**src/rtl/fcd_dma_defines.vh**
```
// Register map, field positions and endpoint codes of the DMA control block
`ifndef FCD_DMA_DEFINES_VH
`define FCD_DMA_DEFINES_VH

// ----------------------------------------
// Register offsets (byte addresses)
// ----------------------------------------
`define FCD_OFS_RANK 9'h000
`define FCD_OFS_PEND 9'h004
`define FCD_OFS_IEN 9'h008
`define FCD_OFS_CTL0 9'h010
`define FCD_OFS_SRC0 9'h014
`define FCD_OFS_DST0 9'h018
`define FCD_OFS_LEN0 9'h01C
`define FCD_OFS_REM0 9'h100

// ----------------------------------------
// Field positions and widths
// ----------------------------------------
`define FCD_RANK_HI 2
`define FCD_HALF_LO 8
`define FCD_HALF_HI 12
`define FCD_DONE_LO 0
`define FCD_DONE_HI 4
`define FCD_CTL_GO 0
`define FCD_CTL_RELOAD 1
`define FCD_CTL_SRC_LO 4
`define FCD_CTL_SRC_HI 7
`define FCD_CTL_DST_LO 8
`define FCD_CTL_DST_HI 11
`define FCD_CTL_WIDTH 12
`define FCD_ADDR_W 19
`define FCD_LEN_W 18
`define FCD_RESET_VAL 32'h0000_0000

// ----------------------------------------
// Priority codes
// ----------------------------------------
`define FCD_RANK_LAST 3'h4

// ----------------------------------------
// Endpoint kind codes
// ----------------------------------------
`define FCD_K_MEM 4'h0
`define FCD_K_BBRAM 4'h1
`define FCD_KD_MODEM 4'h2
`define FCD_K_UART0 4'h3
`define FCD_KD_I2S 4'h5
`define FCD_KS_MODEM 4'h4
`define FCD_KS_ADC 4'h5
`define FCD_K_SD 4'h6
`define FCD_K_SD1 4'h7
`define FCD_K_UART1 4'h8
`define FCD_K_SPI1 4'h9
`define FCD_KS_I2S 4'hA
`define FCD_KD_LCD 4'hC
`define FCD_K_SPI0 4'hD

// ----------------------------------------
// Bytes per access
// ----------------------------------------
`define FCD_B1 3'h1
`define FCD_B2 3'h2
`define FCD_B3 3'h3
`define FCD_B4 3'h4

`endif

```
**src/rtl/fcd_dma_ctrl.v**
```verilog
// Control, status and arbitration logic of the five-channel DMA controller
//
// The plain strobed port was left to the implementer.
`timescale 1ns/100ps
`include "fcd_dma_defines.vh"

module fcd_dma_ctrl (
  input wire core_clk,
  input wire resetn,
  input wire [8:0] regAddr,
  input wire [31:0] regWrData,
  input wire regWrEn,
  input wire regRdEn,
  output reg [31:0] regRdData,
  input wire [4:0] drqLine,
  input wire [4:1] chRun,
  input wire [4:1] chHalfEvt,
  input wire [4:1] chDoneEvt,
  input wire ch0Error,
  output reg [4:0] busGrant,
  output reg [18:0] ch0SrcAddr,
  output reg [18:0] ch0DstAddr,
  output reg [2:0] ch0WidthBytes,
  output reg ch0Active,
  output reg [4:0] cpuIrq
);

  // ----------------------------------------
  // Registers
  // ----------------------------------------
  reg [2:0] rankTableCode;
  reg [4:0] halfPending;
  reg [4:0] donePending;
  reg [4:0] halfIrqOn;
  reg [4:0] doneIrqOn;
  reg ch0GoBit;
  reg reloadOn;
  reg wordSizeSelect;
  reg [3:0] targetKind;
  reg [3:0] originKind;
  reg [18:0] ch0OriginPointer;
  reg [18:0] ch0TargetPointer;
  reg [17:0] ch0FrameCount;
  reg [3:0] runSrcKind;
  reg [3:0] runDstKind;
  reg runWidthSel;
  reg [17:0] remainCount;
  reg [17:0] halfMark;
  reg halfSent;

  wire wrCtl, goRise;
  wire [2:0] progBytes;
  wire [2:0] runBytes;
  wire [3:0] progSrcKind, progDstKind;
  wire progWidthSel;
  wire fifoCount;
  wire [2:0] countStep;
  wire req0;
  wire [4:0] eligible, nextGrant;
  wire ch0Finish, ch0Half;
  wire [4:0] halfEvt, doneEvt;
  wire [4:0] clrHalf, clrDone;
  wire [4:0] next_halfPending, next_donePending;
  reg [31:0] next_rdData;

  // ----------------------------------------
  // Helper functions
  // ----------------------------------------
  // Bytes per access; the peripheral end decides, memory ends take 32 bits
  function [2:0] bytesOf;
    input [3:0] srcK;
    input [3:0] dstK;
    input sel;
    begin
      bytesOf = `FCD_B4;
      if (dstK == `FCD_KD_I2S || srcK == `FCD_KS_I2S) begin
        bytesOf = sel ? `FCD_B3 : `FCD_B2;
      end else if (dstK == `FCD_K_SPI1 || srcK == `FCD_K_SPI1) begin
        bytesOf = sel ? `FCD_B4 : `FCD_B1;
      end else if (dstK == `FCD_K_UART0 || dstK == `FCD_K_UART1 ||
                   srcK == `FCD_K_UART0 || srcK == `FCD_K_UART1) begin
        bytesOf = `FCD_B1;
      end else if (dstK == `FCD_KD_LCD || srcK == `FCD_KS_ADC) begin
        bytesOf = `FCD_B2;
      end
    end
  endfunction

  // Endpoints whose frame is counted in FIFO accesses
  function isFifo;
    input [3:0] srcK;
    input [3:0] dstK;
    begin
      isFifo = (dstK == `FCD_KD_LCD) || (dstK == `FCD_KD_I2S) ||
               (dstK == `FCD_K_SPI1) || (dstK == `FCD_K_SPI0) ||
               (dstK == `FCD_KD_MODEM) || (srcK == `FCD_KS_ADC) ||
               (srcK == `FCD_K_SPI1) || (srcK == `FCD_K_SPI0) ||
               (srcK == `FCD_KS_MODEM);
    end
  endfunction

  // Drops the address bits that a wide access cannot use
  function [18:0] alignAddr;
    input [18:0] a;
    input [2:0] nb;
    begin
      alignAddr = a;
      if (nb == `FCD_B2) begin
        alignAddr[0] = 1'b0;
      end else if (nb == `FCD_B4) begin
        alignAddr[1:0] = 2'b00;
      end
    end
  endfunction

  // Memory-like ends walk through addresses, FIFO ends stay put
  function isMemKind;
    input [3:0] k;
    begin
      isMemKind = (k == `FCD_K_MEM) || (k == `FCD_K_BBRAM);
    end
  endfunction

  // One-hot pick of the highest ranked request
  function [4:0] pickGrant;
    input [2:0] code;
    input [4:0] req;
    integer i;
    reg [2:0] first;
    reg found;
    begin
      pickGrant = 5'h00;
      found = 1'b0;
      first = (code <= `FCD_RANK_LAST) ? code : 3'h0;
      if (req[first]) begin
        pickGrant[first] = 1'b1;
        found = 1'b1;
      end
      for (i = 0; i < 5; i = i + 1) begin
        if (!found && i != first && req[i]) begin
          pickGrant[i] = 1'b1;
          found = 1'b1;
        end
      end
    end
  endfunction

  // ----------------------------------------
  // Channel 0 engine
  // ----------------------------------------
  assign wrCtl = regWrEn && (regAddr == `FCD_OFS_CTL0);
  assign goRise = wrCtl && regWrData[`FCD_CTL_GO] && !ch0GoBit;
  assign progSrcKind = wrCtl ? regWrData[`FCD_CTL_SRC_HI:`FCD_CTL_SRC_LO] : originKind;
  assign progDstKind = wrCtl ? regWrData[`FCD_CTL_DST_HI:`FCD_CTL_DST_LO] : targetKind;
  assign progWidthSel = wrCtl ? regWrData[`FCD_CTL_WIDTH] : wordSizeSelect;
  assign progBytes = bytesOf(progSrcKind, progDstKind, progWidthSel);
  assign runBytes = bytesOf(runSrcKind, runDstKind, runWidthSel);
  assign fifoCount = isFifo(runSrcKind, runDstKind);
  assign countStep = fifoCount ? `FCD_B1 : runBytes;
  assign req0 = ch0Active && drqLine[0] && (remainCount != 18'h00000);
  assign eligible = {chRun & drqLine[4:1], req0};
  assign nextGrant = pickGrant(rankTableCode, eligible);
  assign ch0Finish = ch0Active && (remainCount == 18'h00000);
  // Half point is reached once at most half of the frame, rounded up, is left
  assign ch0Half = ch0Active && !halfSent && (remainCount <= halfMark);

  always @(posedge core_clk or negedge resetn) begin
    if (!resetn) begin
      ch0GoBit <= 1'b0;
      reloadOn <= 1'b0;
      wordSizeSelect <= 1'b0;
      targetKind <= 4'h0;
      originKind <= 4'h0;
      ch0OriginPointer <= 19'h00000;
      ch0TargetPointer <= 19'h00000;
      ch0FrameCount <= 18'h00000;
      runSrcKind <= 4'h0;
      runDstKind <= 4'h0;
      runWidthSel <= 1'b0;
      remainCount <= 18'h00000;
      halfMark <= 18'h00000;
      halfSent <= 1'b0;
      ch0Active <= 1'b0;
      ch0SrcAddr <= 19'h00000;
      ch0DstAddr <= 19'h00000;
      ch0WidthBytes <= 3'h0;
    end else begin
      if (regWrEn && regAddr == `FCD_OFS_SRC0) begin
        ch0OriginPointer <= regWrData[`FCD_ADDR_W-1:0];
      end
      if (regWrEn && regAddr == `FCD_OFS_DST0) begin
        ch0TargetPointer <= regWrData[`FCD_ADDR_W-1:0];
      end
      if (regWrEn && regAddr == `FCD_OFS_LEN0) begin
        ch0FrameCount <= regWrData[`FCD_LEN_W-1:0];
      end
      // Progress of the running frame
      if (nextGrant[0]) begin
        remainCount <= (remainCount < {15'h0000, countStep}) ?
                       18'h00000 : remainCount - {15'h0000, countStep};
        if (isMemKind(runSrcKind)) begin
          ch0SrcAddr <= ch0SrcAddr + {16'h0000, runBytes};
        end
        if (isMemKind(runDstKind)) begin
          ch0DstAddr <= ch0DstAddr + {16'h0000, runBytes};
        end
      end
      if (ch0Half) begin
        halfSent <= 1'b1;
      end
      // Completion, error and reload; the go bit clears on error, or on completion unless reloading
      if (ch0Active && ch0Error) begin
        ch0Active <= 1'b0;
        ch0GoBit <= 1'b0;
      end else if (ch0Finish && !reloadOn) begin
        ch0Active <= 1'b0;
        ch0GoBit <= 1'b0;
      end
      // Software write to control; a fresh start or reload relatches
      if (wrCtl) begin
        wordSizeSelect <= regWrData[`FCD_CTL_WIDTH];
        targetKind <= regWrData[`FCD_CTL_DST_HI:`FCD_CTL_DST_LO];
        originKind <= regWrData[`FCD_CTL_SRC_HI:`FCD_CTL_SRC_LO];
        reloadOn <= regWrData[`FCD_CTL_RELOAD];
        ch0GoBit <= regWrData[`FCD_CTL_GO];
        if (!regWrData[`FCD_CTL_GO]) begin
          ch0Active <= 1'b0;
        end
      end
      if (goRise || (ch0Finish && reloadOn && !ch0Error && !wrCtl)) begin
        // A start takes the kinds from the same write, so they apply at once
        ch0Active <= 1'b1;
        runSrcKind <= progSrcKind;
        runDstKind <= progDstKind;
        runWidthSel <= progWidthSel;
        ch0WidthBytes <= progBytes;
        ch0SrcAddr <= alignAddr(ch0OriginPointer, progBytes);
        ch0DstAddr <= alignAddr(ch0TargetPointer, progBytes);
        remainCount <= ch0FrameCount;
        halfMark <= ch0FrameCount - (ch0FrameCount >> 1);
        halfSent <= 1'b0;
      end
    end
  end

  // ----------------------------------------
  // Arbiter
  // ----------------------------------------
  // Each grant is one access; a channel re-requests for the next one
  always @(posedge core_clk or negedge resetn) begin
    if (!resetn) begin
      busGrant <= 5'h00;
    end else begin
      busGrant <= nextGrant;
    end
  end

  // ----------------------------------------
  // Pending flags, per channel
  // ----------------------------------------
  assign halfEvt = {chHalfEvt, ch0Half};
  assign doneEvt = {chDoneEvt, ch0Finish};
  assign clrHalf = (regWrEn && regAddr == `FCD_OFS_PEND) ?
                   regWrData[`FCD_HALF_HI:`FCD_HALF_LO] : 5'h00;
  assign clrDone = (regWrEn && regAddr == `FCD_OFS_PEND) ?
                   regWrData[`FCD_DONE_HI:`FCD_DONE_LO] : 5'h00;

  genvar ch;
  generate
    for (ch = 0; ch < 5; ch = ch + 1) begin : gPend
      // A new event in the clearing cycle is kept
      assign next_halfPending[ch] = (halfPending[ch] & ~clrHalf[ch]) | halfEvt[ch];
      assign next_donePending[ch] = (donePending[ch] & ~clrDone[ch]) | doneEvt[ch];
      always @(posedge core_clk or negedge resetn) begin
        if (!resetn) begin
          halfPending[ch] <= 1'b0;
          donePending[ch] <= 1'b0;
          cpuIrq[ch] <= 1'b0;
        end else begin
          halfPending[ch] <= next_halfPending[ch];
          donePending[ch] <= next_donePending[ch];
          cpuIrq[ch] <= (next_halfPending[ch] & halfIrqOn[ch]) |
                        (next_donePending[ch] & doneIrqOn[ch]);
        end
      end
    end
  endgenerate

  // ----------------------------------------
  // Rank and enable registers
  // ----------------------------------------
  always @(posedge core_clk or negedge resetn) begin
    if (!resetn) begin
      rankTableCode <= 3'h0;
      halfIrqOn <= 5'h00;
      doneIrqOn <= 5'h00;
    end else begin
      if (regWrEn && regAddr == `FCD_OFS_RANK) begin
        rankTableCode <= regWrData[`FCD_RANK_HI:0];
      end
      if (regWrEn && regAddr == `FCD_OFS_IEN) begin
        halfIrqOn <= regWrData[`FCD_HALF_HI:`FCD_HALF_LO];
        doneIrqOn <= regWrData[`FCD_DONE_HI:`FCD_DONE_LO];
      end
    end
  end

  // ----------------------------------------
  // Read path
  // ----------------------------------------
  // Reserved and unmapped bits read as zero
  always @* begin
    next_rdData = `FCD_RESET_VAL;
    case (regAddr)
      `FCD_OFS_RANK: next_rdData[`FCD_RANK_HI:0] = rankTableCode;
      `FCD_OFS_PEND: begin
        next_rdData[`FCD_HALF_HI:`FCD_HALF_LO] = halfPending;
        next_rdData[`FCD_DONE_HI:`FCD_DONE_LO] = donePending;
      end
      `FCD_OFS_IEN: begin
        next_rdData[`FCD_HALF_HI:`FCD_HALF_LO] = halfIrqOn;
        next_rdData[`FCD_DONE_HI:`FCD_DONE_LO] = doneIrqOn;
      end
      `FCD_OFS_CTL0: begin
        next_rdData[`FCD_CTL_WIDTH] = wordSizeSelect;
        next_rdData[`FCD_CTL_DST_HI:`FCD_CTL_DST_LO] = targetKind;
        next_rdData[`FCD_CTL_SRC_HI:`FCD_CTL_SRC_LO] = originKind;
        next_rdData[`FCD_CTL_RELOAD] = reloadOn;
        next_rdData[`FCD_CTL_GO] = ch0GoBit;
      end
      `FCD_OFS_SRC0: next_rdData[`FCD_ADDR_W-1:0] = ch0OriginPointer;
      `FCD_OFS_DST0: next_rdData[`FCD_ADDR_W-1:0] = ch0TargetPointer;
      `FCD_OFS_LEN0: next_rdData[`FCD_LEN_W-1:0] = ch0FrameCount;
      `FCD_OFS_REM0: next_rdData[`FCD_LEN_W-1:0] = remainCount;
      default: next_rdData = `FCD_RESET_VAL;
    endcase
  end

  always @(posedge core_clk or negedge resetn) begin
    if (!resetn) begin
      regRdData <= `FCD_RESET_VAL;
    end else if (regRdEn) begin
      regRdData <= next_rdData;
    end else begin
      regRdData <= `FCD_RESET_VAL;
    end
  end

endmodule // fcd_dma_ctrl

```
**config.mk**
```make
export PLATFORM = sky130hd
export DESIGN_NAME = fcd_dma_ctrl
export DESIGN_NICKNAME = d
export VERILOG_FILES = /design/src/rtl/fcd_dma_ctrl.v
export VERILOG_INCLUDE_DIRS = /design/src /design/src/rtl
export SDC_FILE = /design/constraint.sdc
export NUM_CORES = 1
export LEC_CHECK = 0
export ABC_CLOCK_PERIOD_IN_PS = 5400
export BUFFER_PORTS_ARGS = -buffer_cell sky130_fd_sc_hd__buf_4
export CAP_MARGIN = 0
export CORE_AREA = 4 4 221 223
export CTS_CLUSTER_DIAMETER = 200
export DETAILED_ROUTE_END_ITERATION = 10
export DIE_AREA = 0 0 225 227
export PLACE_DENSITY_LB_ADDON = 0.25
export SYNTH_ARGS = -nofsm -noshare
export SYNTH_HDL_FRONTEND = slang
export SYNTH_SLANG_ARGS = --single-unit
```
**constraint.sdc**
```tcl
create_clock -name core_clk -period 5.4 [get_ports core_clk]
set_input_delay 0 -clock core_clk [delete_from_list [all_inputs] [get_ports core_clk]]
set_output_delay 0 -clock core_clk [all_outputs]
set_load 0.01 [all_outputs]
```
==> flow_summary_export.csv <==
group,metric,value,unit
run_status,outcome,"finished clean",
sta,timing.slew.headroom,0.237,
routing,route.detailed.drc,0,
routing,vias,9797,
grt,use_met1,0.230,
routing,via_per_inst,4.99,
sta,worstMarginPinSlew,1.13,ns
setup_path,worstPathArrival,4.63,ns
cts,root_buffer,"clkbuf_16",
floorplan,die_x,225,um
floorplan,dieHeight,227,um
routing,first_pass_iters,8,
power,p_leak,6.36,nW
setup_path,path_class,"reg2reg",
floorplan,fp.dieArea,51100,um^2
final_layout,nets,1450,
final_layout,antenna_cells,0,
cts,cts_setup_buffers,0,
min_path,whs_path_depth,4,
floorplan,rows,79,
grt,grt_start_max_net_pins,98,
routing,routed_wl,40700,um
min_path,hold_class,"in2reg",
synth,synthArstFlopShare,1.00,
setup_path,crit_fanout,18,
sta,tns,0,ns
placement,gp_congestion,0.853,
final_layout,layout-drive-gt1-share,0.207,
placement,hpwl,30100,um
power,p_per_area,258,nW/um^2
synth,synthCells,1172,
sta,fmax,0.236,GHz
sta,drv_slew,0,
setup_path,timing.rr.end,"remainCount[9]$_DFFE_PN0P_",
synth,synth_edf_count,0,
synth,syn_area,11600,um^2
routing,postRouteAntennaNets,0,
grt,grt_overflow,0,
synth,ys_ff_latch,207,
grt,grt_pass1_vias,9546,
floorplan,ioPinCount,147,
routing,drtIter0Drc,809,
grt,busiest_layer,"met2",
min_path,hold_path_startpoint,"regAddr[8]",
grt,grtUsageMet3,0.0304,
setup_path,rr_worst_depth,14,
floorplan,initial_core_util,0.249,
cts,htree_num_levels,1,
setup_path,reg2reg_from,"runSrcKind[3]$_DFFE_PN0N_",
routing,wl_per_cell,20.7,um
synth,synth_warnings,0,
synth,synth_cell_types,79,
setup_path,r2r_slack,1.17,ns
cts,post_cts_resized,0,
power,fin_total_pwr,0.00373,W
setup_path,end_kind,"flip-flop",
placement,port_buffers,120,
setup_path,critPathLaunchType,"flip-flop",
sta,finClkSkew,0.00982,ns
synth,yosysSeqAreaShare,0.447,
grt,grtUsageTotal,0.155,
sta,min_period_over_period,0.784,
cts,clock-sinks,207,
cts,path_clk_slew,0.06,ns
synth,synth_area_per_cell,9.88,um^2
sta,hold_viol_final,0,
final_layout,area_growth,24.8,%
cts,clk_latency,0.54,ns
synth,synth_top_flop_cell,"dfrtp_1",
cts,clockBufferDepth,3,
floorplan,core,46600,um^2
grt,antenna_found_initial,3,
final_layout,n_fill_cell,4838,
sta,setup_violations,0,
grt,grt_first_pass_wirelength,60800,um
sta,finalCriticalPeriod,4.23,ns
cts,numCtsBuffers,24,
power,peakVddDrop,0.225,mV
sta,rsz0062_at_grt,"false",
cts,cts_tree,"built",
flow_run,maxCapViolations,0,
setup_path,cp.required,5.80,ns
grt,grt_util_met2,0.237,
min_path,holdPathEnd,"ch0GoBit$_DFFE_PN0P_",
[per-layer routing]
| layer | share of wire | wire length [um] |
|---|---|---|
| met1 | 0.48 | 19400 |
| met3 | 0.072 | 2950 |
| met4 | 0.017 | 700 |
| met2 | 0.43 | 17600 |
| met5 | 0 | 0 |
[power by group]
group	switching, W	leakage [nW]	internal [W]
sequential	0.0000471	2.76	0.00158
clock	0.000688	0.397	0.00104
combinational	0.000205	3.20	0.000163
[cell usage after synthesis, drive strengths merged, types with 16 or more instances]
master,number,area [um^2]
nor3,21,105
nor2,65,251
a21oi,62,310
nor4,16,134
mux2i,20,200
a222oi,17,170
and3,16,100
mux2,74,833
dfrtp,207,5180
a22oi,19,143
a21o,22,165
nand4,17,106
clkbuf,24,90.1
xnor2,18,158
xor2,29,254
ha,44,551
nand2,135,512
nand3,21,105
buf,37,258
o21ai,89,445
inv,60,225
[per-stage QoR]
stage               utilization  cell area [um^2]  std cells  setup slack, ns  hold WS [ns]
floorplan                     -             11600       1184             1.84        -0.296
global placement          0.282             13100       1871             1.25        0.0940
detailed placement        0.282             13100       1871             1.20        0.0994
CTS                       0.310             14400       1962             1.18        0.0499
global route              0.310             14400       1962            0.768        0.0850
finish                    0.310             14400       1962             1.17        0.0735
[worst max path at each step]
stage	startpoint	end	slack, ns	cells past startpoint
floorplan	runSrcKind[3]$_DFFE_PN0N_	remainCount[15]$_DFFE_PN0P_	1.84	15
global placement	runSrcKind[2]$_DFFE_PN0N_	remainCount[9]$_DFFE_PN0P_	1.25	14
detailed placement	runSrcKind[3]$_DFFE_PN0N_	remainCount[9]$_DFFE_PN0P_	1.20	14
CTS	runSrcKind[3]$_DFFE_PN0N_	remainCount[13]$_DFFE_PN0P_	1.18	13
global route	runSrcKind[3]$_DFFE_PN0N_	remainCount[9]$_DFFE_PN0P_	0.77	14
finish	runSrcKind[3]$_DFFE_PN0N_	remainCount[9]$_DFFE_PN0P_	1.17	14
[cell usage in the layout (no fill, tap or decap), types with 19 or more instances in the layout]
cell type,instances
ha_1,44
a22oi_1,19
xor2_1,29
inv_1,59
buf_4,139
o21ai_0,87
a21o_1,22
nand3_1,21
a21oi_1,62
dfrtp_1,207
nor2_1,64
nand2_1,133
dlygate4sd3_1,49
clkbuf_16,25
nor3_1,21
mux2i_1,20
mux2_2,74
[area by class of cell]
type | instances | area, um^2 | share of cell area
clock inverter | 8 | 120 | 0.00832
sequential | 207 | 5180 | 0.359
inverter | 60 | 225 | 0.0156
timing repair buffer | 190 | 1570 | 0.109
multi-input combinational | 856 | 5890 | 0.408
clock buffer | 34 | 699 | 0.0484
tap | 607 | 759 | 0.0526
[critical path: stages, from the launching register on]
cell,delay (ns)
dfrtp_1,0.43
nor4bb_1,0.36
a31oi_1,0.12
o21ai_0,0.58
nand2b_1,0.19
ha_1,0.19
fa_1,0.22
nor2b_1,0.06
or3_1,0.34
nor3_1,0.33
and2_1,0.71
nor4_1,0.11
a21o_1,0.19
a211oi_1,0.20
a21oi_1,0.06
[flip-flops by register name, summed over array words and instances, names as in the netlist, 3 cells and up]
| signal | count |
|---|---|
| ch0FrameCount | 18 |
| rankTableCode | 3 |
| remainCount | 18 |
| halfIrqOn | 5 |
| ch0TargetPointer | 19 |
| regRdData | 19 |
| doneIrqOn | 5 |
| ch0DstAddr | 19 |
| ch0WidthBytes | 3 |
| runSrcKind | 4 |
| halfPending | 5 |
| halfMark | 18 |
| targetKind | 4 |
| originKind | 4 |
| runDstKind | 4 |
| donePending | 5 |
| cpuIrq | 5 |
| busGrant | 5 |
| ch0SrcAddr | 19 |
| ch0OriginPointer | 19 |
[cells by family (layout without fill, tap and decap cells)]
kind of cell	count (synthesis)	after routing	share of synthesized area
AOI/OAI and AO/OA	289	289	0.164
xor gates and xnor gates	47	47	0.0356
adders and majority gates	48	48	0.0545
buffers and inverters	121	292	0.0495
DFF	207	207	0.447
muxes	94	94	0.0893
other	1	13	0.000324
and+or+nand+nor	365	365	0.160
[repair_timing]
action | CTS | global route
endpoints found under the setup margin | 0 | 0
hold endpoints to repair | 206 | 0
hold buffers | 49 | 0
Power figures use the tool's default switching activity.
